## src/hw/reload_timer_pkg.sv

```systemverilog
// Package for the dual mode reload timer: register map, field positions,
// reset values and clock divider figures.
// Assumes a 32-bit APB bus with byte addresses on word boundaries.
package reload_timer_pkg;
  // Register byte addresses
  localparam logic [7:0] ADDR_TIMER_CTRL = 8'h00;
  localparam logic [7:0] ADDR_CLOCK_CTRL = 8'h04;
  localparam logic [7:0] ADDR_COUNT_LOW = 8'h08;
  localparam logic [7:0] ADDR_COUNT_HIGH = 8'h0c;
  localparam logic [7:0] ADDR_RELOAD_LOW = 8'h10;
  localparam logic [7:0] ADDR_RELOAD_HIGH = 8'h14;
  localparam logic [7:0] ADDR_IRQ_STATUS = 8'h18;
  localparam logic [7:0] ADDR_IRQ_MASK = 8'h1c;
  localparam logic [7:0] ADDR_IRQ_ENABLE = 8'h20;

  // Timer control fields
  localparam int CTRL_HIGH_FLAG = 7;
  localparam int CTRL_LOW_FLAG = 6;
  localparam int CTRL_LOW_IRQ_EN = 5;
  localparam int CTRL_SPLIT = 3;
  localparam int CTRL_RUN = 2;
  localparam int CTRL_EXT_SEL = 0;

  // Clock control fields
  localparam int CLK_HIGH_SEL = 6;
  localparam int CLK_LOW_SEL = 5;

  // Status and mask fields share one layout
  localparam int STAT_HIGH = 1;
  localparam int STAT_LOW = 0;

  // Timer interrupt enable position
  localparam int IEN_TIMER = 5;

  // Reset values
  localparam logic [7:0] RESET_BYTE = 8'h00;
  localparam logic [1:0] RESET_MASK = 2'h3;

  // Counting constants
  localparam logic [7:0] BYTE_MAX = 8'hff;
  localparam int SYS_DIVIDE = 12;
  localparam int EXT_DIVIDE = 8;
endpackage

```

## src/hw/dual_mode_reload_timer.sv

```systemverilog
// Dual mode reload timer: one 16-bit or two 8-bit auto-reload timers with
// per-byte clock selection, sticky overflow flags and an interrupt output.
// Assumes an APB master on clk_sys and an external oscillator pin whose
// frequency does not exceed half of clk_sys.
//
// How it works
// - Two count bytes, split bit picks mode
// - Count on clock, clock/12 or ext/8
// - External clock synchronized to clk_sys, then divided
// - 16-bit wrap reloads both bytes, sets high flag
// - Timer interrupt enable requests on 16-bit overflow
// - Low enable adds low byte wrap requests
// - Split mode: each byte reloads on own overflow
// - Run bit gates only high byte in split
// - Select bit, external select choose byte clock
// - Split mode: each byte wrap sets its flag
// - Split: high overflow requests, low with enable
// - Flags cleared only by software writes
module dual_mode_reload_timer
  import reload_timer_pkg::*;
#(
  parameter int ADDR_WIDTH = 8
) (
  // Clock and reset
  input wire logic clk_sys,
  input wire logic arst_n,
  // APB slave
  input wire logic psel,
  input wire logic penable,
  input wire logic pwrite,
  input wire logic [ADDR_WIDTH-1:0] paddr,
  input wire logic [31:0] pwdata,
  output logic [31:0] prdata,
  output logic pready,
  output logic pslverr,
  // External oscillator
  input wire logic extClk,
  // Interrupt
  output logic irq
);

  localparam int SYS_CNT_W = $clog2(SYS_DIVIDE);
  localparam int EXT_CNT_W = $clog2(EXT_DIVIDE);
  localparam logic [SYS_CNT_W-1:0] SYS_LAST = SYS_CNT_W'(SYS_DIVIDE - 1);
  localparam logic [EXT_CNT_W-1:0] EXT_LAST = EXT_CNT_W'(EXT_DIVIDE - 1);

  // Decodes one mapped address
  function automatic logic isMapped(input logic [7:0] a);
    case (a)
      ADDR_TIMER_CTRL, ADDR_CLOCK_CTRL, ADDR_COUNT_LOW, ADDR_COUNT_HIGH,
      ADDR_RELOAD_LOW, ADDR_RELOAD_HIGH, ADDR_IRQ_STATUS, ADDR_IRQ_MASK,
      ADDR_IRQ_ENABLE: isMapped = 1'b1;
      default: isMapped = 1'b0;
    endcase
  endfunction

  // Picks the tick for one byte from its select bit
  function automatic logic byteTick(input logic sysSel, input logic extSel,
                                    input logic t12, input logic tExt);
    if (sysSel) begin
      byteTick = 1'b1;
    end else if (extSel) begin
      byteTick = tExt;
    end else begin
      byteTick = t12;
    end
  endfunction

  logic [7:0] addr8;
  logic access;
  logic wrEn;
  logic [7:0] wByte;
  logic [31:0] rdValue;

  logic lowIrqEn_reg;
  logic split_reg;
  logic run_reg;
  logic extSel_reg;
  logic highSel_reg;
  logic lowSel_reg;
  logic timerIrqEn_reg;
  logic [1:0] mask_reg;
  logic highFlag_reg;
  logic lowFlag_reg;
  logic [7:0] countLow_reg;
  logic [7:0] countHigh_reg;
  logic [7:0] reloadLow_reg;
  logic [7:0] reloadHigh_reg;
  logic [7:0] countLow_next;
  logic [7:0] countHigh_next;

  logic [SYS_CNT_W-1:0] sysDiv_reg;
  logic tick12;
  logic extMeta_reg;
  logic extSync_reg;
  logic extPrev_reg;
  logic [EXT_CNT_W-1:0] extDiv_reg;
  logic tickExt_reg;

  logic lowTick;
  logic highTick;
  logic lowWrap;
  logic highWrap;

  assign addr8 = 8'(paddr);
  assign access = psel && penable;
  assign wrEn = access && pwrite;
  assign wByte = pwdata[7:0];

  // APB answers in the access cycle, no wait states
  assign pready = 1'b1;
  assign pslverr = access && !isMapped(addr8);

  // System clock divided by 12
  always_ff @(posedge clk_sys or negedge arst_n) begin
    if (!arst_n) begin
      sysDiv_reg <= '0;
    end else if (sysDiv_reg == SYS_LAST) begin
      sysDiv_reg <= '0;
    end else begin
      sysDiv_reg <= sysDiv_reg + 1'b1;
    end
  end

  assign tick12 = (sysDiv_reg == SYS_LAST);

  // External oscillator: two-stage synchroniser, then edge count
  always_ff @(posedge clk_sys or negedge arst_n) begin
    if (!arst_n) begin
      extMeta_reg <= 1'b0;
      extSync_reg <= 1'b0;
      extPrev_reg <= 1'b0;
    end else begin
      extMeta_reg <= extClk;
      extSync_reg <= extMeta_reg;
      extPrev_reg <= extSync_reg;
    end
  end

  // Edges are only seen reliably while extClk stays at or below half of clk_sys
  always_ff @(posedge clk_sys or negedge arst_n) begin
    if (!arst_n) begin
      extDiv_reg <= '0;
      tickExt_reg <= 1'b0;
    end else begin
      tickExt_reg <= 1'b0;
      if (extSync_reg && !extPrev_reg) begin
        extDiv_reg <= extDiv_reg + 1'b1;
        tickExt_reg <= (extDiv_reg == EXT_LAST);
      end
    end
  end

  // In 16-bit mode the low byte select drives the whole count
  assign lowTick = byteTick(lowSel_reg, extSel_reg, tick12, tickExt_reg);
  assign highTick = byteTick(highSel_reg, extSel_reg, tick12, tickExt_reg);

  // Count advance and reload
  always_comb begin
    countLow_next = countLow_reg;
    countHigh_next = countHigh_reg;
    lowWrap = 1'b0;
    highWrap = 1'b0;
    if (split_reg) begin
      if (lowTick) begin
        if (countLow_reg == BYTE_MAX) begin
          lowWrap = 1'b1;
          countLow_next = reloadLow_reg;
        end else begin
          countLow_next = countLow_reg + 1'b1;
        end
      end
      if (run_reg && highTick) begin
        if (countHigh_reg == BYTE_MAX) begin
          highWrap = 1'b1;
          countHigh_next = reloadHigh_reg;
        end else begin
          countHigh_next = countHigh_reg + 1'b1;
        end
      end
    end else if (run_reg && lowTick) begin
      if (countLow_reg == BYTE_MAX) begin
        lowWrap = 1'b1;
        if (countHigh_reg == BYTE_MAX) begin
          highWrap = 1'b1;
          countLow_next = reloadLow_reg;
          countHigh_next = reloadHigh_reg;
        end else begin
          countLow_next = '0;
          countHigh_next = countHigh_reg + 1'b1;
        end
      end else begin
        countLow_next = countLow_reg + 1'b1;
      end
    end
  end

  // Count bytes: a software write wins over the count advance
  always_ff @(posedge clk_sys or negedge arst_n) begin
    if (!arst_n) begin
      countLow_reg <= RESET_BYTE;
      countHigh_reg <= RESET_BYTE;
    end else begin
      countLow_reg <= countLow_next;
      countHigh_reg <= countHigh_next;
      if (wrEn && addr8 == ADDR_COUNT_LOW) begin
        countLow_reg <= wByte;
      end
      if (wrEn && addr8 == ADDR_COUNT_HIGH) begin
        countHigh_reg <= wByte;
      end
    end
  end

  // Reload bytes
  always_ff @(posedge clk_sys or negedge arst_n) begin
    if (!arst_n) begin
      reloadLow_reg <= RESET_BYTE;
      reloadHigh_reg <= RESET_BYTE;
    end else begin
      if (wrEn && addr8 == ADDR_RELOAD_LOW) begin
        reloadLow_reg <= wByte;
      end
      if (wrEn && addr8 == ADDR_RELOAD_HIGH) begin
        reloadHigh_reg <= wByte;
      end
    end
  end

  // Control and clock selection
  always_ff @(posedge clk_sys or negedge arst_n) begin
    if (!arst_n) begin
      lowIrqEn_reg <= 1'b0;
      split_reg <= 1'b0;
      run_reg <= 1'b0;
      extSel_reg <= 1'b0;
      highSel_reg <= 1'b0;
      lowSel_reg <= 1'b0;
    end else begin
      if (wrEn && addr8 == ADDR_TIMER_CTRL) begin
        lowIrqEn_reg <= pwdata[CTRL_LOW_IRQ_EN];
        split_reg <= pwdata[CTRL_SPLIT];
        run_reg <= pwdata[CTRL_RUN];
        extSel_reg <= pwdata[CTRL_EXT_SEL];
      end
      if (wrEn && addr8 == ADDR_CLOCK_CTRL) begin
        highSel_reg <= pwdata[CLK_HIGH_SEL];
        lowSel_reg <= pwdata[CLK_LOW_SEL];
      end
    end
  end

  // Interrupt enables
  always_ff @(posedge clk_sys or negedge arst_n) begin
    if (!arst_n) begin
      timerIrqEn_reg <= 1'b0;
      mask_reg <= RESET_MASK;
    end else begin
      if (wrEn && addr8 == ADDR_IRQ_ENABLE) begin
        timerIrqEn_reg <= pwdata[IEN_TIMER];
      end
      if (wrEn && addr8 == ADDR_IRQ_MASK) begin
        mask_reg <= pwdata[1:0];
      end
    end
  end

  // Sticky flags: set wins over a write-one clear in the same cycle.
  // Control register writes do not touch them, so no read-modify-write
  // of control can lose an overflow.
  always_ff @(posedge clk_sys or negedge arst_n) begin
    if (!arst_n) begin
      highFlag_reg <= 1'b0;
      lowFlag_reg <= 1'b0;
    end else begin
      if (highWrap) begin
        highFlag_reg <= 1'b1;
      end else if (wrEn && addr8 == ADDR_IRQ_STATUS && pwdata[STAT_HIGH]) begin
        highFlag_reg <= 1'b0;
      end
      if (lowWrap) begin
        lowFlag_reg <= 1'b1;
      end else if (wrEn && addr8 == ADDR_IRQ_STATUS && pwdata[STAT_LOW]) begin
        lowFlag_reg <= 1'b0;
      end
    end
  end

  // Level interrupt, held until software clears the flag or its enable or mask bit
  always_ff @(posedge clk_sys or negedge arst_n) begin
    if (!arst_n) begin
      irq <= 1'b0;
    end else begin
      irq <= timerIrqEn_reg &&
             ((highFlag_reg && mask_reg[STAT_HIGH]) ||
              (lowFlag_reg && lowIrqEn_reg && mask_reg[STAT_LOW]));
    end
  end

  // Value of the addressed register
  always_comb begin
    rdValue = '0;
    case (addr8)
      ADDR_TIMER_CTRL: begin
        rdValue[CTRL_HIGH_FLAG] = highFlag_reg;
        rdValue[CTRL_LOW_FLAG] = lowFlag_reg;
        rdValue[CTRL_LOW_IRQ_EN] = lowIrqEn_reg;
        rdValue[CTRL_SPLIT] = split_reg;
        rdValue[CTRL_RUN] = run_reg;
        rdValue[CTRL_EXT_SEL] = extSel_reg;
      end
      ADDR_CLOCK_CTRL: begin
        rdValue[CLK_HIGH_SEL] = highSel_reg;
        rdValue[CLK_LOW_SEL] = lowSel_reg;
      end
      ADDR_COUNT_LOW: rdValue[7:0] = countLow_reg;
      ADDR_COUNT_HIGH: rdValue[7:0] = countHigh_reg;
      ADDR_RELOAD_LOW: rdValue[7:0] = reloadLow_reg;
      ADDR_RELOAD_HIGH: rdValue[7:0] = reloadHigh_reg;
      ADDR_IRQ_STATUS: begin
        rdValue[STAT_HIGH] = highFlag_reg;
        rdValue[STAT_LOW] = lowFlag_reg;
      end
      ADDR_IRQ_MASK: rdValue[1:0] = mask_reg;
      ADDR_IRQ_ENABLE: rdValue[IEN_TIMER] = timerIrqEn_reg;
      default: rdValue = '0;
    endcase
  end

  // Read data is captured in the setup cycle so that prdata comes from a flop.
  // Limitation: a running count reads as it stood one clock before the access.
  always_ff @(posedge clk_sys or negedge arst_n) begin
    if (!arst_n) begin
      prdata <= '0;
    end else if (psel && !penable && !pwrite) begin
      prdata <= rdValue;
    end else begin
      prdata <= '0;
    end
  end

endmodule // dual_mode_reload_timer

```

## config.mk

```make
export PLATFORM = sky130hd
export DESIGN_NAME = dual_mode_reload_timer
export DESIGN_NICKNAME = d
export VERILOG_FILES = /design/src/hw/reload_timer_pkg.sv /design/src/hw/dual_mode_reload_timer.sv
export SDC_FILE = /design/constraint.sdc
export NUM_CORES = 1
export LEC_CHECK = 0
export ABC_AREA = 1
export BUFFER_PORTS_ARGS = -buffer_cell sky130_fd_sc_hd__buf_2
export CAP_MARGIN = 20
export CORE_MARGIN = 2
export CORE_UTILIZATION = 47
export CTS_BUF_LIST = sky130_fd_sc_hd__clkbuf_4 sky130_fd_sc_hd__clkbuf_8 sky130_fd_sc_hd__clkbuf_16
export DETAILED_ROUTE_END_ITERATION = 16
export PLACE_DENSITY = 0.7
export REMOVE_ABC_BUFFERS = 1
export SLEW_MARGIN = 20
export SYNTH_ARGS = -nofsm -noshare
export SYNTH_HDL_FRONTEND = slang
export SYNTH_SLANG_ARGS = --single-unit
```

## constraint.sdc

```tcl
create_clock -name clk_sys -period 3.95 [get_ports clk_sys]
set_input_delay 0.79 -clock clk_sys [delete_from_list [all_inputs] [get_ports clk_sys]]
set_output_delay 0.79 -clock clk_sys [all_outputs]
set_load 0.1 [all_outputs]
```

Word-level counts from Yosys, hierarchy flattened

Index checks and enable logic that the tools add are counted.

Add/sub/neg operators: 4
Multipliers: 0
Div/mod/pow operators: 0
Order comparisons: 0
Equal/unequal tests: 14
Shifts and indexed selects: 0
Multiplexer cells: 40
Bitwise gates (word level): 0
Reductions and logical operators: 37

Operator list:

| cell                  | number |
|---|---|
| $mux W8               | 14 |
| $eq A8 B5 Y1 const B  | 4 |
| $logic_and A1 B1 Y1   | 23 |
| $mux W1               | 18 |
| $add A8 B1 Y8 const B | 2 |
| $eq A8 B4 Y1 const B  | 2 |
| $eq A8 B8 Y1 const B  | 2 |
| $pmux W1 S7           | 2 |
| $pmux W1 S6           | 2 |
| $pmux W2 S5           | 1 |
| $reduce_bool A3 Y1    | 3 |
| $reduce_or A9 Y1      | 1 |
| $eq A8 B3 Y1 const B  | 1 |
| $eq A8 B6 Y1 const B  | 1 |
| $logic_not A8 Y1      | 1 |
| $ne A3 B1 Y1 const B  | 2 |
| $pmux W1 S5           | 1 |
| $add A4 B1 Y4 const B | 1 |
| $eq A4 B4 Y1 const B  | 1 |
| $logic_not A1 Y1      | 4 |
| $mux W4               | 1 |
| $pmux W1 S4           | 1 |
| $reduce_bool A2 Y1    | 2 |
| $add A3 B1 Y3 const B | 1 |
| 4 further kinds       | 4 |

Register bits: 87
Bits in latches: 0
Memory bits (writable): 0
Bits in read-only memories: 0
Input port bits: 46
Logic and storage cells: 117
Memories kept: 0

Depth between registers and ports, before layout

Depth in word-level cells: 7
Depth in mapped cells: 11
Gate-level depth less buffers: 10

Worst setup path after synthesis

OpenSTA, ideal clock, no wires.

Path kind: input port to output port
From: input port paddr[2]
To: output port pslverr
Arrival: 4.211 ns
Required time: 3.160 ns
Path slack: -1.051 ns
Stages on the path: 7
Path buffers: 2
Cells stage by stage: buf_4 inv_2 nor2_1 buf_2 nand2_1 nand2_1 nor4_1

Word-level cells in the longest chain between the ends: 5

Ends and longest elaborated chain:

| what                                 | RTL line                      | RTL |
|---|---|---|
| start, declared                      | dual_mode_reload_timer.sv:31  | `input wire logic [ADDR_WIDTH-1:0] paddr,` |
| $eq A8 B4 Y1 (tied with other cells) | dual_mode_reload_timer.sv:49  | `case (a)` |
| $reduce_or A9 Y1 (*)                 | dual_mode_reload_timer.sv:49  |  |
| $mux W1 (*)                          | dual_mode_reload_timer.sv:49  |  |
| $logic_not A1 Y1 (*)                 | dual_mode_reload_timer.sv:112 | `assign pslverr = access && !isMapped(addr8);` |
| $logic_and A1 B1 Y1 (*)              | dual_mode_reload_timer.sv:112 |  |
| end, declared                        | dual_mode_reload_timer.sv:35  | `output logic pslverr,` |

Mark *: on every way between the ends. The rest lies on a longest branch, timed or not.

Worst setup path after layout

Ends and elaborated chain as after synthesis.

==> impl_metrics.json <==
{
  "port_buffers": 31,
  "final_hold_viol_count": 0,
  "crit_path_start_kind": "input pin",
  "report.final.slew_viol_count": 0,
  "postCtsSetupBuffers": 0,
  "coreArea_sq_um": 7807,
  "cts_hold_buf": 0,
  "tns_ps": 0,
  "status": "finished clean",
  "die_area_sq_um": 8907,
  "reg2regPathDepth": 9,
  "dieHeight_um": 94.38,
  "design_area_sq_um": 4192,
  "pre_cts_ws_ps": 982.5,
  "antenna_found_initial": 0,
  "grt_pass1_vias": 3224,
  "netlist_instances": 523,
  "wl_mm": 9.724,
  "overflow": 0,
  "die_x_um": 94.38,
  "max_slew_margin_pct": 56.94,
  "clockBufferDepth": 2,
  "cts-resized-gates": 0,
  "dp.cells": 648,
  "dp_hpwl_mm": 7.246,
  "grt_usage_pct": 24.06,
  "area_growth_pct": 9.192,
  "ys_seq_elements": 63,
  "initialDrtViolationCount": 281,
  "initial_core_util_pct": 49.17,
  "power_density_nw_per_um2": 359.2,
  "numCtsBuffers": 9,
  "std_cell_rows": 32,
  "nets": 608,
  "finalPower_w": 0.001506,
  "min_period_ps": 3017,
  "worst-path-max-fanout": 8,
  "fin_worst_skew_ps": 7.919,
  "p_leak_nw": 2.150,
  "vias": 3509,
  "cts_tree": "built",
  "worstHoldPathType": "in2async",
  "rsz0062_at_grt": "no",
  "path_class": "in2out",
  "timing.final.crit_share_pct": 76.38,
  "dpl_cell_area_sq_um": 3994,
  "drc": 0,
  "critPathRequiredTime_ps": 3160,
  "synth.distinct_cells": 36,
  "crit_start": "paddr[2]",
  "grt_max_degree": 48,
  "syn_area_per_cell_sq_um": 7.340,
  "rr_startpoint": "countHigh_reg[0]$_DFFE_PN0P_",
  "worst_slew_pin_slew_ps": 644.1,
  "fmax_ghz": 0.3314,
  "drv_cap": 0,
  "clkSinkCount": 63,
  "path_clk_slew_ps": 80,
  "grt_pass1_wl_mm": 16.24,
  "ioPinCount": 81,
  "yosysWarningCount": 0,
  "root_buffer": "clkbuf_8",
  "ant_nets": 0,
  "setup_viol": 0,
  "arrival_ps": 2230,
  "synth-seq-area-share_pct": 41.13,
  "wire_per_inst_um": 14.64,
  "antennaDiodeCount": 0,
  "clk_latency_ps": 360,
  "end_kind": "output port",
  "r2r_slack_ps": 1830,
  "r2r_end": "countLow_reg[6]$_DFFE_PN0P_",
  "drive_above_1_share_pct": 14.95,
  "firstDrtPassIters": 5,
  "cts.htree.levels": 3,
  "vdd_drop_max_uv": 199.0,
  "netlist_area_sq_um": 3839,
  "viasPerCell": 5.285,
  "place_congestion": 0.9966,
  "setup_ws_ps": 932.8,
  "final_cells": 664
}
[cell type report]
type / instances / area, sq um
multi-input cells: 401 / 1929
well taps: 102 / 127.6
repair buffers: 34 / 177.7
fillers: 803 / 3616
inverters: 48 / 180.2
clock buffers: 9 / 123.9
flip-flops and latches: 63 / 1579
clock inverters: 7 / 73.82
[cell families (layout without fill, tap and decap cells)]
group / Yosys count / in the layout / synth area share (%)
flops: 63 / 63 / 41.13
xor+xnor: 4 / 4 / 0.9128
simple gates: 312 / 312 / 37.29
mux: 2 / 2 / 0.5867
buf+inv: 82 / 98 / 10.85
fa+ha+maj: 5 / 5 / 1.630
other cells: 2 / 25 / 0.1956
compound gates: 53 / 53 / 7.399
[cells in the final DEF, fill, tap and decap left out, types with 2 or more instances in the layout]
cell type,instances
a21oi_1,5
buf_2,31
buf_4,3
clkbuf_8,9
clkinv_2,2
clkinv_4,3
conb_1,25
dfrtp_1,61
dfstp_2,2
ha_1,5
inv_1,42
inv_2,6
mux2_2,2
nand2_1,158
nand2_2,5
nand2_4,2
nand3_1,81
nand3_2,4
nand3b_1,4
nand4_1,3
nor2_1,37
nor2_2,4
nor2_4,4
nor3_1,3
o211ai_1,3
o21ai_0,21
o21ai_1,21
or2_2,2
xnor2_1,3
[worst max path at each step]
stage	to	slack, ps
3_3_place_gp	pslverr	990
4_1_cts	pslverr	980
6_report	pslverr	930
2_1_floorplan	pslverr	-950
3_5_place_dp	pslverr	980
5_1_grt	pslverr	790
[synthesized netlist by cell type (all sizes together)]
cell / n / area share [%]
ha: 5 / 1.6
dfstp: 2 / 1.4
inv: 48 / 4.7
mux2: 2 / 0.59
nand3b: 4 / 0.78
or2: 3 / 0.49
nand4: 3 / 0.49
xor2: 1 / 0.23
o211ai: 3 / 0.59
nand2: 165 / 17
o21ai: 42 / 5.5
nor4: 1 / 0.16
a21boi: 2 / 0.49
nand3: 86 / 12
buf: 33 / 6.1
dfrtp: 61 / 40
clkbuf: 1 / 0.098
a21oi: 5 / 0.65
conb: 2 / 0.20
o21bai: 1 / 0.20
xnor2: 3 / 0.68
nor2: 45 / 5.4
nor3b: 1 / 0.20
nor3: 4 / 0.81
[critical path, cell delays in order]
cell and delay (ps):
buf_2 220, inv_2 90, nand3_2 150, nor2_2 110, inv_1 100, nand2_1 70, nor4_1 210, buf_2 480
[metal layers]
metal	routed length [um]	global-route usage, %	part of all wire (%)
met4	243	10.51	2.5
met5	0	0	0
met1	4308	33.69	44
met2	4414	37.26	45
met3	758	3.512	7.8
[report_power, final]
part           internal [W]  switching, W
Clock              0.000292      0.000272
Combinational     0.0000529      0.000185
Sequential         0.000675     0.0000292
Total               0.00102      0.000486
[stage by stage]
stage | hold WS (ps) | utilization (%)
5_1_grt | 355.1 | 53.69
4_1_cts | 340.7 | 53.69
3_3_place_gp | 332.2 | 51.15
6_report | 330.6 | 53.69
2_1_floorplan | 331.2 | -
3_5_place_dp | 341.9 | 51.15
No activity file was read; power rests on OpenSTA's default activity.
